<file path="src/rtl/xpoint_pkg.sv">
package xpoint_pkg;
  localparam int NUM_OUTPUTS = 32;
  localparam int SELECT_WIDTH = 5;
  localparam int SLOT_WIDTH = 6;
  localparam int WORD_BITS = 1 + NUM_OUTPUTS * SLOT_WIDTH;
  localparam int CLAMP_POS = WORD_BITS - 1;
  localparam int OUTPUT_ENABLE_BIT = 5;
  localparam int SELECT_MSB = 4;
  localparam int SELECT_LSB = 0;
  localparam logic [WORD_BITS-1:0] SHIFT_RESET = '0;
  localparam logic [WORD_BITS-1:0] LATCH_RESET = '0;
  localparam logic [2:0] SYNC_RESET = 3'h0;
endpackage

</file>
<file path="src/rtl/crosspoint_serial_program_logic.sv">
`timescale 1ns/1ns
`default_nettype none
// Summary of operation
// a full program is 193 bits: clamp bit plus 32 six-bit output slots
// controller drives select low before shifting data
// strobe low while shifting passes every shift state to matrix
// data sampled on each serial clock rising edge, shifting one bit
// each output has a 5-bit select and one enable bit
// enable bit 0 disables output and ignores its select
// first bit is global clamp enable, 1 enables all clamps
// output slots arrive from output 31 down to output 0
// in each slot enable comes first, then select msb to lsb
// second rank transparent while update strobe is low
// chained devices pass data on; last device data sent first
// reset low disables every output
// reset clears both shift rank and output rank
// controller holds update high before releasing reset
// controller loads a full word before first update pulse
// serial out presents bit leaving last shift stage
// select high ignores serial clock and holds the shift rank
module crosspoint_serial_program_logic
  import xpoint_pkg::*;
(
  // clock and reset
  input wire logic clk,
  input wire logic reset,
  // serial programming pins
  input wire logic serialClk,
  input wire logic serialDataIn,
  input wire logic selectN,
  input wire logic updateN,
  input wire logic deviceResetN,
  output logic serialDataOut,
  // matrix control
  output logic clampEnable,
  output logic [NUM_OUTPUTS-1:0] outputEnable,
  output logic [NUM_OUTPUTS*SELECT_WIDTH-1:0] inputSelect
);
  // pin order inside the synchroniser bank
  localparam int PIN_COUNT = 5;
  localparam int PIN_SCLK = 0;
  localparam int PIN_DATA = 1;
  localparam int PIN_SEL = 2;
  localparam int PIN_UPD = 3;
  localparam int PIN_RST = 4;

  // raw and filtered pin levels
  logic [PIN_COUNT-1:0] pinRaw;
  logic [PIN_COUNT-1:0] pinLevel;
  logic sclkLevel;
  logic dataLevel;
  logic selLevel;
  logic updActive;
  logic rstLevel;

  // serial clock edge detection
  logic sclkPrev_r;
  logic sclkRise;
  logic shiftEdge;

  // resets
  logic pinReset;
  logic devReset;

  // first rank
  logic [WORD_BITS-1:0] shift_r;
  logic [WORD_BITS-1:0] shift_nxt;

  // global clamp in the second rank
  localparam logic CLAMP_INIT = LATCH_RESET[CLAMP_POS];
  logic clampBit;
  logic clamp_r;
  logic clamp_nxt;

  // strobe inverted so the synchroniser's reset zero means no update,
  // which keeps a false update away from the first cycles after reset
  // serial clock and data
  assign pinRaw[PIN_SCLK] = serialClk;
  assign pinRaw[PIN_DATA] = serialDataIn;

  // control strobes
  assign pinRaw[PIN_SEL] = selectN;
  assign pinRaw[PIN_UPD] = !updateN;
  assign pinRaw[PIN_RST] = deviceResetN;

  // every pin arrives from outside the clock domain
  // one filter per pin; latency is four clocks
  generate
    for (genvar p = 0; p < PIN_COUNT; p++) begin : gPin
      pin_sync syncPin (
        .clk(clk),
        .reset(reset),
        .pinIn(pinRaw[p]),
        .level(pinLevel[p])
      );
    end
  endgenerate

  // filtered clock and data
  assign sclkLevel = pinLevel[PIN_SCLK];
  assign dataLevel = pinLevel[PIN_DATA];

  // filtered controls
  assign selLevel = pinLevel[PIN_SEL];
  assign updActive = pinLevel[PIN_UPD];
  assign rstLevel = pinLevel[PIN_RST];

  // pin reset reads low while its synchroniser still holds zero,
  // so the device stays cleared until the pin is known high
  assign pinReset = !rstLevel;
  assign devReset = reset || pinReset;

  // refused edges still track the level, so selecting mid-pulse is no edge
  always_ff @(posedge clk) begin
    if (reset) begin
      sclkPrev_r <= 1'b0;
    end else begin
      sclkPrev_r <= sclkLevel;
    end
  end

  // rising edge of the filtered serial clock
  assign sclkRise = sclkLevel && !sclkPrev_r;
  // data filtered with the same latency as the clock, so setup holds
  // deselected: edges refused, contents held
  assign shiftEdge = sclkRise && !selLevel;

  // bits enter at the low end; the clamp bit ends at the top
  always_comb begin
    shift_nxt = shift_r;
    if (shiftEdge) begin
      shift_nxt = {shift_r[WORD_BITS-2:0], dataLevel};
    end
  end

  // one rank of flops, no buffering beyond it
  always_ff @(posedge clk) begin
    if (devReset) begin
      shift_r <= SHIFT_RESET;
    end else begin
      shift_r <= shift_nxt;
    end
  end

  // chain output is the bit shifted out of the top stage
  assign serialDataOut = shift_r[WORD_BITS-1];

  assign clampBit = shift_r[CLAMP_POS];

  // second rank modelled as a clocked follower while the strobe is low;
  // shifting with the strobe low therefore shows every intermediate word
  // limitation: a strobe pulse shorter than the filter window is never seen
  always_comb begin
    clamp_nxt = clamp_r;
    if (updActive) begin
      clamp_nxt = clampBit;
    end
  end

  always_ff @(posedge clk) begin
    if (devReset) begin
      clamp_r <= CLAMP_INIT;
    end else begin
      clamp_r <= clamp_nxt;
    end
  end

  assign clampEnable = clamp_r;

  // slot k counted from the low end holds output k, so output 31 came first
  // enable first then select, so the enable sits at the top of each slot
  generate
    for (genvar k = 0; k < NUM_OUTPUTS; k++) begin : gSlot
      // reset leaves every output disabled
      localparam logic ENABLE_INIT = LATCH_RESET[k*SLOT_WIDTH+OUTPUT_ENABLE_BIT];
      localparam logic [SELECT_WIDTH-1:0] SELECT_INIT = LATCH_RESET[k*SLOT_WIDTH +: SELECT_WIDTH];
      logic [SLOT_WIDTH-1:0] slot;
      logic slotEnable;
      logic [SELECT_WIDTH-1:0] slotSelect;
      logic enable_r;
      logic enable_nxt;
      logic [SELECT_WIDTH-1:0] select_r;
      logic [SELECT_WIDTH-1:0] select_nxt;

      assign slot = shift_r[k*SLOT_WIDTH +: SLOT_WIDTH];
      assign slotEnable = slot[OUTPUT_ENABLE_BIT];

      // select cleared when disabled, so nothing is routed
      always_comb begin
        slotSelect = '0;
        if (slotEnable) begin
          slotSelect = slot[SELECT_MSB:SELECT_LSB];
        end
      end

      // the second rank per output, held while the strobe is high
      always_comb begin
        enable_nxt = enable_r;
        select_nxt = select_r;
        if (updActive) begin
          enable_nxt = slotEnable;
          select_nxt = slotSelect;
        end
      end

      always_ff @(posedge clk) begin
        if (devReset) begin
          enable_r <= ENABLE_INIT;
          select_r <= SELECT_INIT;
        end else begin
          enable_r <= enable_nxt;
          select_r <= select_nxt;
        end
      end

      assign outputEnable[k] = enable_r;
      assign inputSelect[k*SELECT_WIDTH +: SELECT_WIDTH] = select_r;
    end
  endgenerate
endmodule
`default_nettype wire

</file>
<file path="src/rtl/pin_sync.sv">
`timescale 1ns/1ns
`default_nettype none
// three-stage synchroniser; a change counts once stages two and three agree
module pin_sync (
  // clock and reset
  input wire logic clk,
  input wire logic reset,
  // pin and filtered level
  input wire logic pinIn,
  output logic level
);
  import xpoint_pkg::*;
  logic [2:0] stage_r;

  always_ff @(posedge clk) begin
    if (reset) begin
      stage_r <= SYNC_RESET;
    end else begin
      stage_r <= {stage_r[1:0], pinIn};
    end
  end

  always_ff @(posedge clk) begin
    if (reset) begin
      level <= 1'b0;
    end else if (stage_r[1] == stage_r[2]) begin
      level <= stage_r[2];
    end
  end
endmodule
`default_nettype wire

</file>
<file path="config.mk">
export PLATFORM = sky130hd
export DESIGN_NAME = crosspoint_serial_program_logic
export DESIGN_NICKNAME = d
export VERILOG_FILES = /design/src/rtl/xpoint_pkg.sv /design/src/rtl/crosspoint_serial_program_logic.sv /design/src/rtl/pin_sync.sv
export SDC_FILE = /design/constraint.sdc
export NUM_CORES = 1
export LEC_CHECK = 0
export ABC_AREA = 1
export BUFFER_PORTS_ARGS = -buffer_cell sky130_fd_sc_hd__buf_2
export CAP_MARGIN = 20
export CORE_AREA = 2 2 231 233
export DETAILED_ROUTE_END_ITERATION = 16
export DIE_AREA = 0 0 233 235
export PLACE_DENSITY_LB_ADDON = 0.08
export SKIP_LAST_GASP = 1
export SLEW_MARGIN = 20
export SYNTH_ARGS = -nofsm -noshare
export SYNTH_HDL_FRONTEND = slang
export SYNTH_HIERARCHICAL = 1
export SYNTH_SLANG_ARGS = --single-unit
</file>
<file path="constraint.sdc">
create_clock -name clk -period 1 [get_ports clk]
set_clock_uncertainty 0.05 [all_clocks]
set_input_delay 0.05 -clock clk [delete_from_list [all_inputs] [get_ports clk]]
set_output_delay 0.05 -clock clk [all_outputs]
set_load 0.005 [all_outputs]
</file>
-- Word level (Yosys, flattened, before mapping)
Cells that the tools add are included.
- bits in registers: 407
- equality and inequality tests: 5
- mux-type cells: 32
- reductions and logical operators: 7
- operators with widths (operator ; count):
    5-bit 2-to-1 mux ; 32
    1-bit equality test ; 5
    1-bit logical NOT ; 4
    1-bit logical AND ; 2
    1-bit logical OR ; 1

-- Depth between registers and ports, before layout
- depth in word-level cells: 3
- mapped depth: 7
- depth with buffers taken out: 5

-- By module
Netlist, hierarchy kept.
- modules (own cells, without submodules) (module ; times used ; cells each ; area each (um2) ; seq. area each (um2)):
    crosspoint_serial_program_logic ; 1 ; 2113 ; 14860.5 ; 7747.4
    pin_sync ; 5 ; 13 ; 121.4 ; 80.1

-- Worst setup path after synthesis
No wires, ideal clock.
- path type: reg-to-reg
- from: register gPin[4].syncPin.level
- to: register gSlot[22].select_r[0]
- arrival: 0.945 ns
- required time: 0.818 ns
- path slack: -0.127 ns
- cell stages (with the launch flop): 7
- period minus slack after synthesis: 1.127 ns
- cell sequence: dfxtp_1 -> inv_1 -> nor2_4 -> inv_2 -> buf_2 -> clkbuf_1 -> a21oi_1
- cells in the longest elaborated chain, start to end: 2
- ends and longest elaborated chain (element ; RTL line ; RTL):
    start: declaration ; pin_sync.sv:10 ; output logic level
    start signal: assignment ; pin_sync.sv:27 ; level <= stage_r[2];
    1-bit logical NOT ; crosspoint_serial_program_logic.sv:110 ; assign pinReset = !rstLevel;
    1-bit logical OR ; crosspoint_serial_program_logic.sv:111 ; assign devReset = reset || pinReset;
    end signal: assignment ; crosspoint_serial_program_logic.sv:212 ; select_r <= select_nxt;
    end: declaration ; crosspoint_serial_program_logic.sv:182 ; logic [SELECT_WIDTH-1:0] select_r;
No other way between the ends.
A chain may end at the register's enable or synchronous reset.

==> results.sh <==
export IMPL_synthesis_nets=2185
export IMPL_rows=84
export IMPL_antenna_cells=0
export IMPL_synth_area_leaders="dfxtp_1, nand2_1, nor2_1"
export IMPL_postRouteWirelength_mm=42.0
export IMPL_required_ns=1.41
export IMPL_rr_worst_depth=5
export IMPL_dp_hpwl_mm=26.0
export IMPL_cts_buffer_depth=3
export IMPL_io_pins=201
export IMPL_root_buffer="clkbuf_16"
export IMPL_drive_gt1_share_pct=24.4
export IMPL_synth_top_cell_area_share_pct=52.7
export IMPL_die_y_um=235
export IMPL_multi_input_area_um2=6080
export IMPL_vias_per_cell=4.14
export IMPL_endpoint_kind="flop"
export IMPL_worstPathCellList="clkinv_8 > buf_12 > clkbuf_16 > nand2_1 > a21oi_2"
export IMPL_worst_path_max_delay_cell="dfxtp_4"
export IMPL_critPathLaunchType="flop"
export IMPL_firstDrtPassIters=4
export IMPL_max_freq_mhz=794
export IMPL_hp_class="input pin to flop"
export IMPL_grt_first_pass_wirelength_mm=64.7
export IMPL_fin_ws_ns=-0.260
export IMPL_routedWlPerCell_um=13.3
export IMPL_dpl_cell_count=3030
export IMPL_overflow=0
export IMPL_initial_core_util_pct=29.6
export IMPL_vias=13100
export IMPL_crit_fanout=7
export IMPL_drc=0
export IMPL_fin_nets=2445
export IMPL_cap_violations=0
export IMPL_grt_max_degree=43
export IMPL_reg2reg_setup_slack_ns=-0.26
export IMPL_holdPathStages=5
export IMPL_power_density_nw_per_um2=1650
export IMPL_antenna_found_initial=0
export IMPL_portBuffers=200
export IMPL_violations="negative hold slack, negative setup slack"
export IMPL_tightest_slew_ns=0.241
export IMPL_place_congestion=0.722
export IMPL_dp_slack_ns=-0.290
export IMPL_numClockSinks=407
export IMPL_cts_tree="done"
export IMPL_synth_seq_area_share_pct=52.7
export IMPL_fp_coreArea_um2=52200
export IMPL_hold_slack_ns=-0.115
export IMPL_leakage_nw=10.2
export IMPL_cp_arrival_ns=1.67
export IMPL_ant_nets=0
export IMPL_cpPeakStageDelay_ns=0.48
export IMPL_peakVddDrop_mv=1.14
export IMPL_mappedNetlistArea_um2=15500
export IMPL_hold_path_end="shift_r[178]$_SDFFE_PP0P_"
export IMPL_slew_violations=0
export IMPL_yosysTopAreaCell="dfxtp_1"
export IMPL_fin_cells=3158
export IMPL_r2r_start="gPin[3].syncPin/level$_SDFFE_PP0N_"
export IMPL_grt_pass1_vias=12300
export IMPL_yosysWarningCount=6
export IMPL_rsz0062_at_grt="yes"
export IMPL_layout_commonest_cell="nand2_1"
export IMPL_clock_latency_ns=0.57
export IMPL_die_area_um2=54800
export IMPL_area_growth_pct=34.4
export IMPL_finalSetupViolCount=581
export IMPL_critPathTopFamily="buffers and inverters"
export IMPL_final_cell_mix="nand2_1, nor2_1, dfxtp_1"
export IMPL_critPathKind="flop to flop"
export IMPL_utilization_pct=39.8
export IMPL_hold_buffers=12
export IMPL_cp_buffers_inverters=3
export IMPL_status="finished, violations left"
export IMPL_path_clk_slew_ns=0.06
export IMPL_fillers=5404
export IMPL_hold_viol_final=6
export IMPL_slew_headroom_pct=84.0
export IMPL_synth_seq_cells=407
export IMPL_htreeDepth=2
export IMPL_syn_inst=2178
export IMPL_r2r_end="gSlot[0].select_r[0]$_SDFFE_PP0P_"
export IMPL_cts_buffers=47
export IMPL_synth_avg_cell_area_um2=7.10
export IMPL_synth_cell_type_count=16
export IMPL_fp_dieW_um=233
export IMPL_grt_usage_pct=14.6
export IMPL_period_share_pct=126
export IMPL_post_route_min_period_ns=1.26
export IMPL_regArea_um2=8170
export IMPL_drt_iter0_markers=671
export IMPL_hp_start="reset"
export IMPL_setup_tns_final_ns=-102.20
[sequential cells by signal, indices dropped and copies added, names as in the netlist]
register	flops
clampEnable	1
shift_r	193
gSlot.enable_r	32
gSlot.select_r	160
sclkPrev_r	1
gPin.syncPin/stage_r	15
gPin.syncPin/level	5
[timing repair]
item	CTS	global route
setup buffers	11	6
gates cloned	6	13
setup endpoints to repair	581	584
resized for setup	53	119
pin swaps	2	21
endpoints found under the hold margin	24	6
[cell usage after synthesis, drive strengths merged]
| cell | instances |
|---|---|
| a21oi | 198 |
| buf | 135 |
| clkbuf | 6 |
| dfxtp | 407 |
| inv | 247 |
| nand2 | 770 |
| nand3 | 1 |
| nor2 | 408 |
| o21ai | 1 |
| o21bai | 5 |
[final cells by class]
| class | instances | share of cell area [%] |
|---|---|---|
| sequential | 407 | 39.3 |
| multi-input combinational | 1383 | 29.2 |
| timing repair buffer | 352 | 15.0 |
| clock buffer | 65 | 6.62 |
| inverter | 247 | 4.72 |
| tap | 688 | 4.14 |
| clock inverter | 16 | 1.03 |
[cells by family (layout without fill, tap and decap cells)]
kind of cell | Yosys count | in the layout | share of synthesized area, %
and+or+nand+nor | 1179 | 1179 | 28.8
AOI/OAI and AO/OA | 204 | 204 | 6.68
buffers and inverters | 388 | 680 | 11.9
DFF | 407 | 407 | 52.7
[how the worst max path moves through the flow]
stage / start / end / depth (start not counted)
CTS: gPin[4].syncPin/level$_SDFFE_PP0N_ / shift_r[51]$_SDFFE_PP0P_ / 7
global placement: gPin[3].syncPin/level$_SDFFE_PP0N_ / gSlot[4].select_r[3]$_SDFFE_PP0P_ / 5
finish: gPin[3].syncPin/level$_SDFFE_PP0N_ / gSlot[0].select_r[0]$_SDFFE_PP0P_ / 5
floorplan: gPin[2].syncPin/level$_SDFFE_PP0N_ / shift_r[0]$_SDFFE_PP0P_ / 6
detailed placement: gPin[3].syncPin/level$_SDFFE_PP0N_ / gSlot[4].select_r[3]$_SDFFE_PP0P_ / 5
global route: gPin[4].syncPin/level$_SDFFE_PP0N_ / shift_r[111]$_SDFFE_PP0P_ / 8
[worst reg2reg max path, stage by stage, from the launching register on]
cell and delay, ns:
dfxtp_4 0.48, clkinv_8 0.14, buf_12 0.17, clkbuf_16 0.17, nand2_1 0.08, a21oi_2 0.05
[routing by layer]
metal,vias to the layer above,routed length [um],track usage [%]
li1,6982,-,-
met1,5864,20400,19.3
met2,159,18900,23.8
met3,54,1870,3.37
met4,0,818,3.86
met5,-,0,0
[report_power, final]
part	internal [mW]	switching, mW	total [mW]
combinational	0.111	0.106	0.217
clock	10.8	6.90	17.7
sequential	16.2	0.0136	16.3
[metrics by stage]
step / cell area (um2) / total power, mW
2_1_floorplan: 16200 / 16.7
3_3_place_gp: 17900 / 16.8
3_5_place_dp: 17900 / 16.8
4_1_cts: 20000 / 34.8
5_1_grt: 20800 / 35.4
6_report: 20800 / 34.2
(Power assumes the default switching activity.)
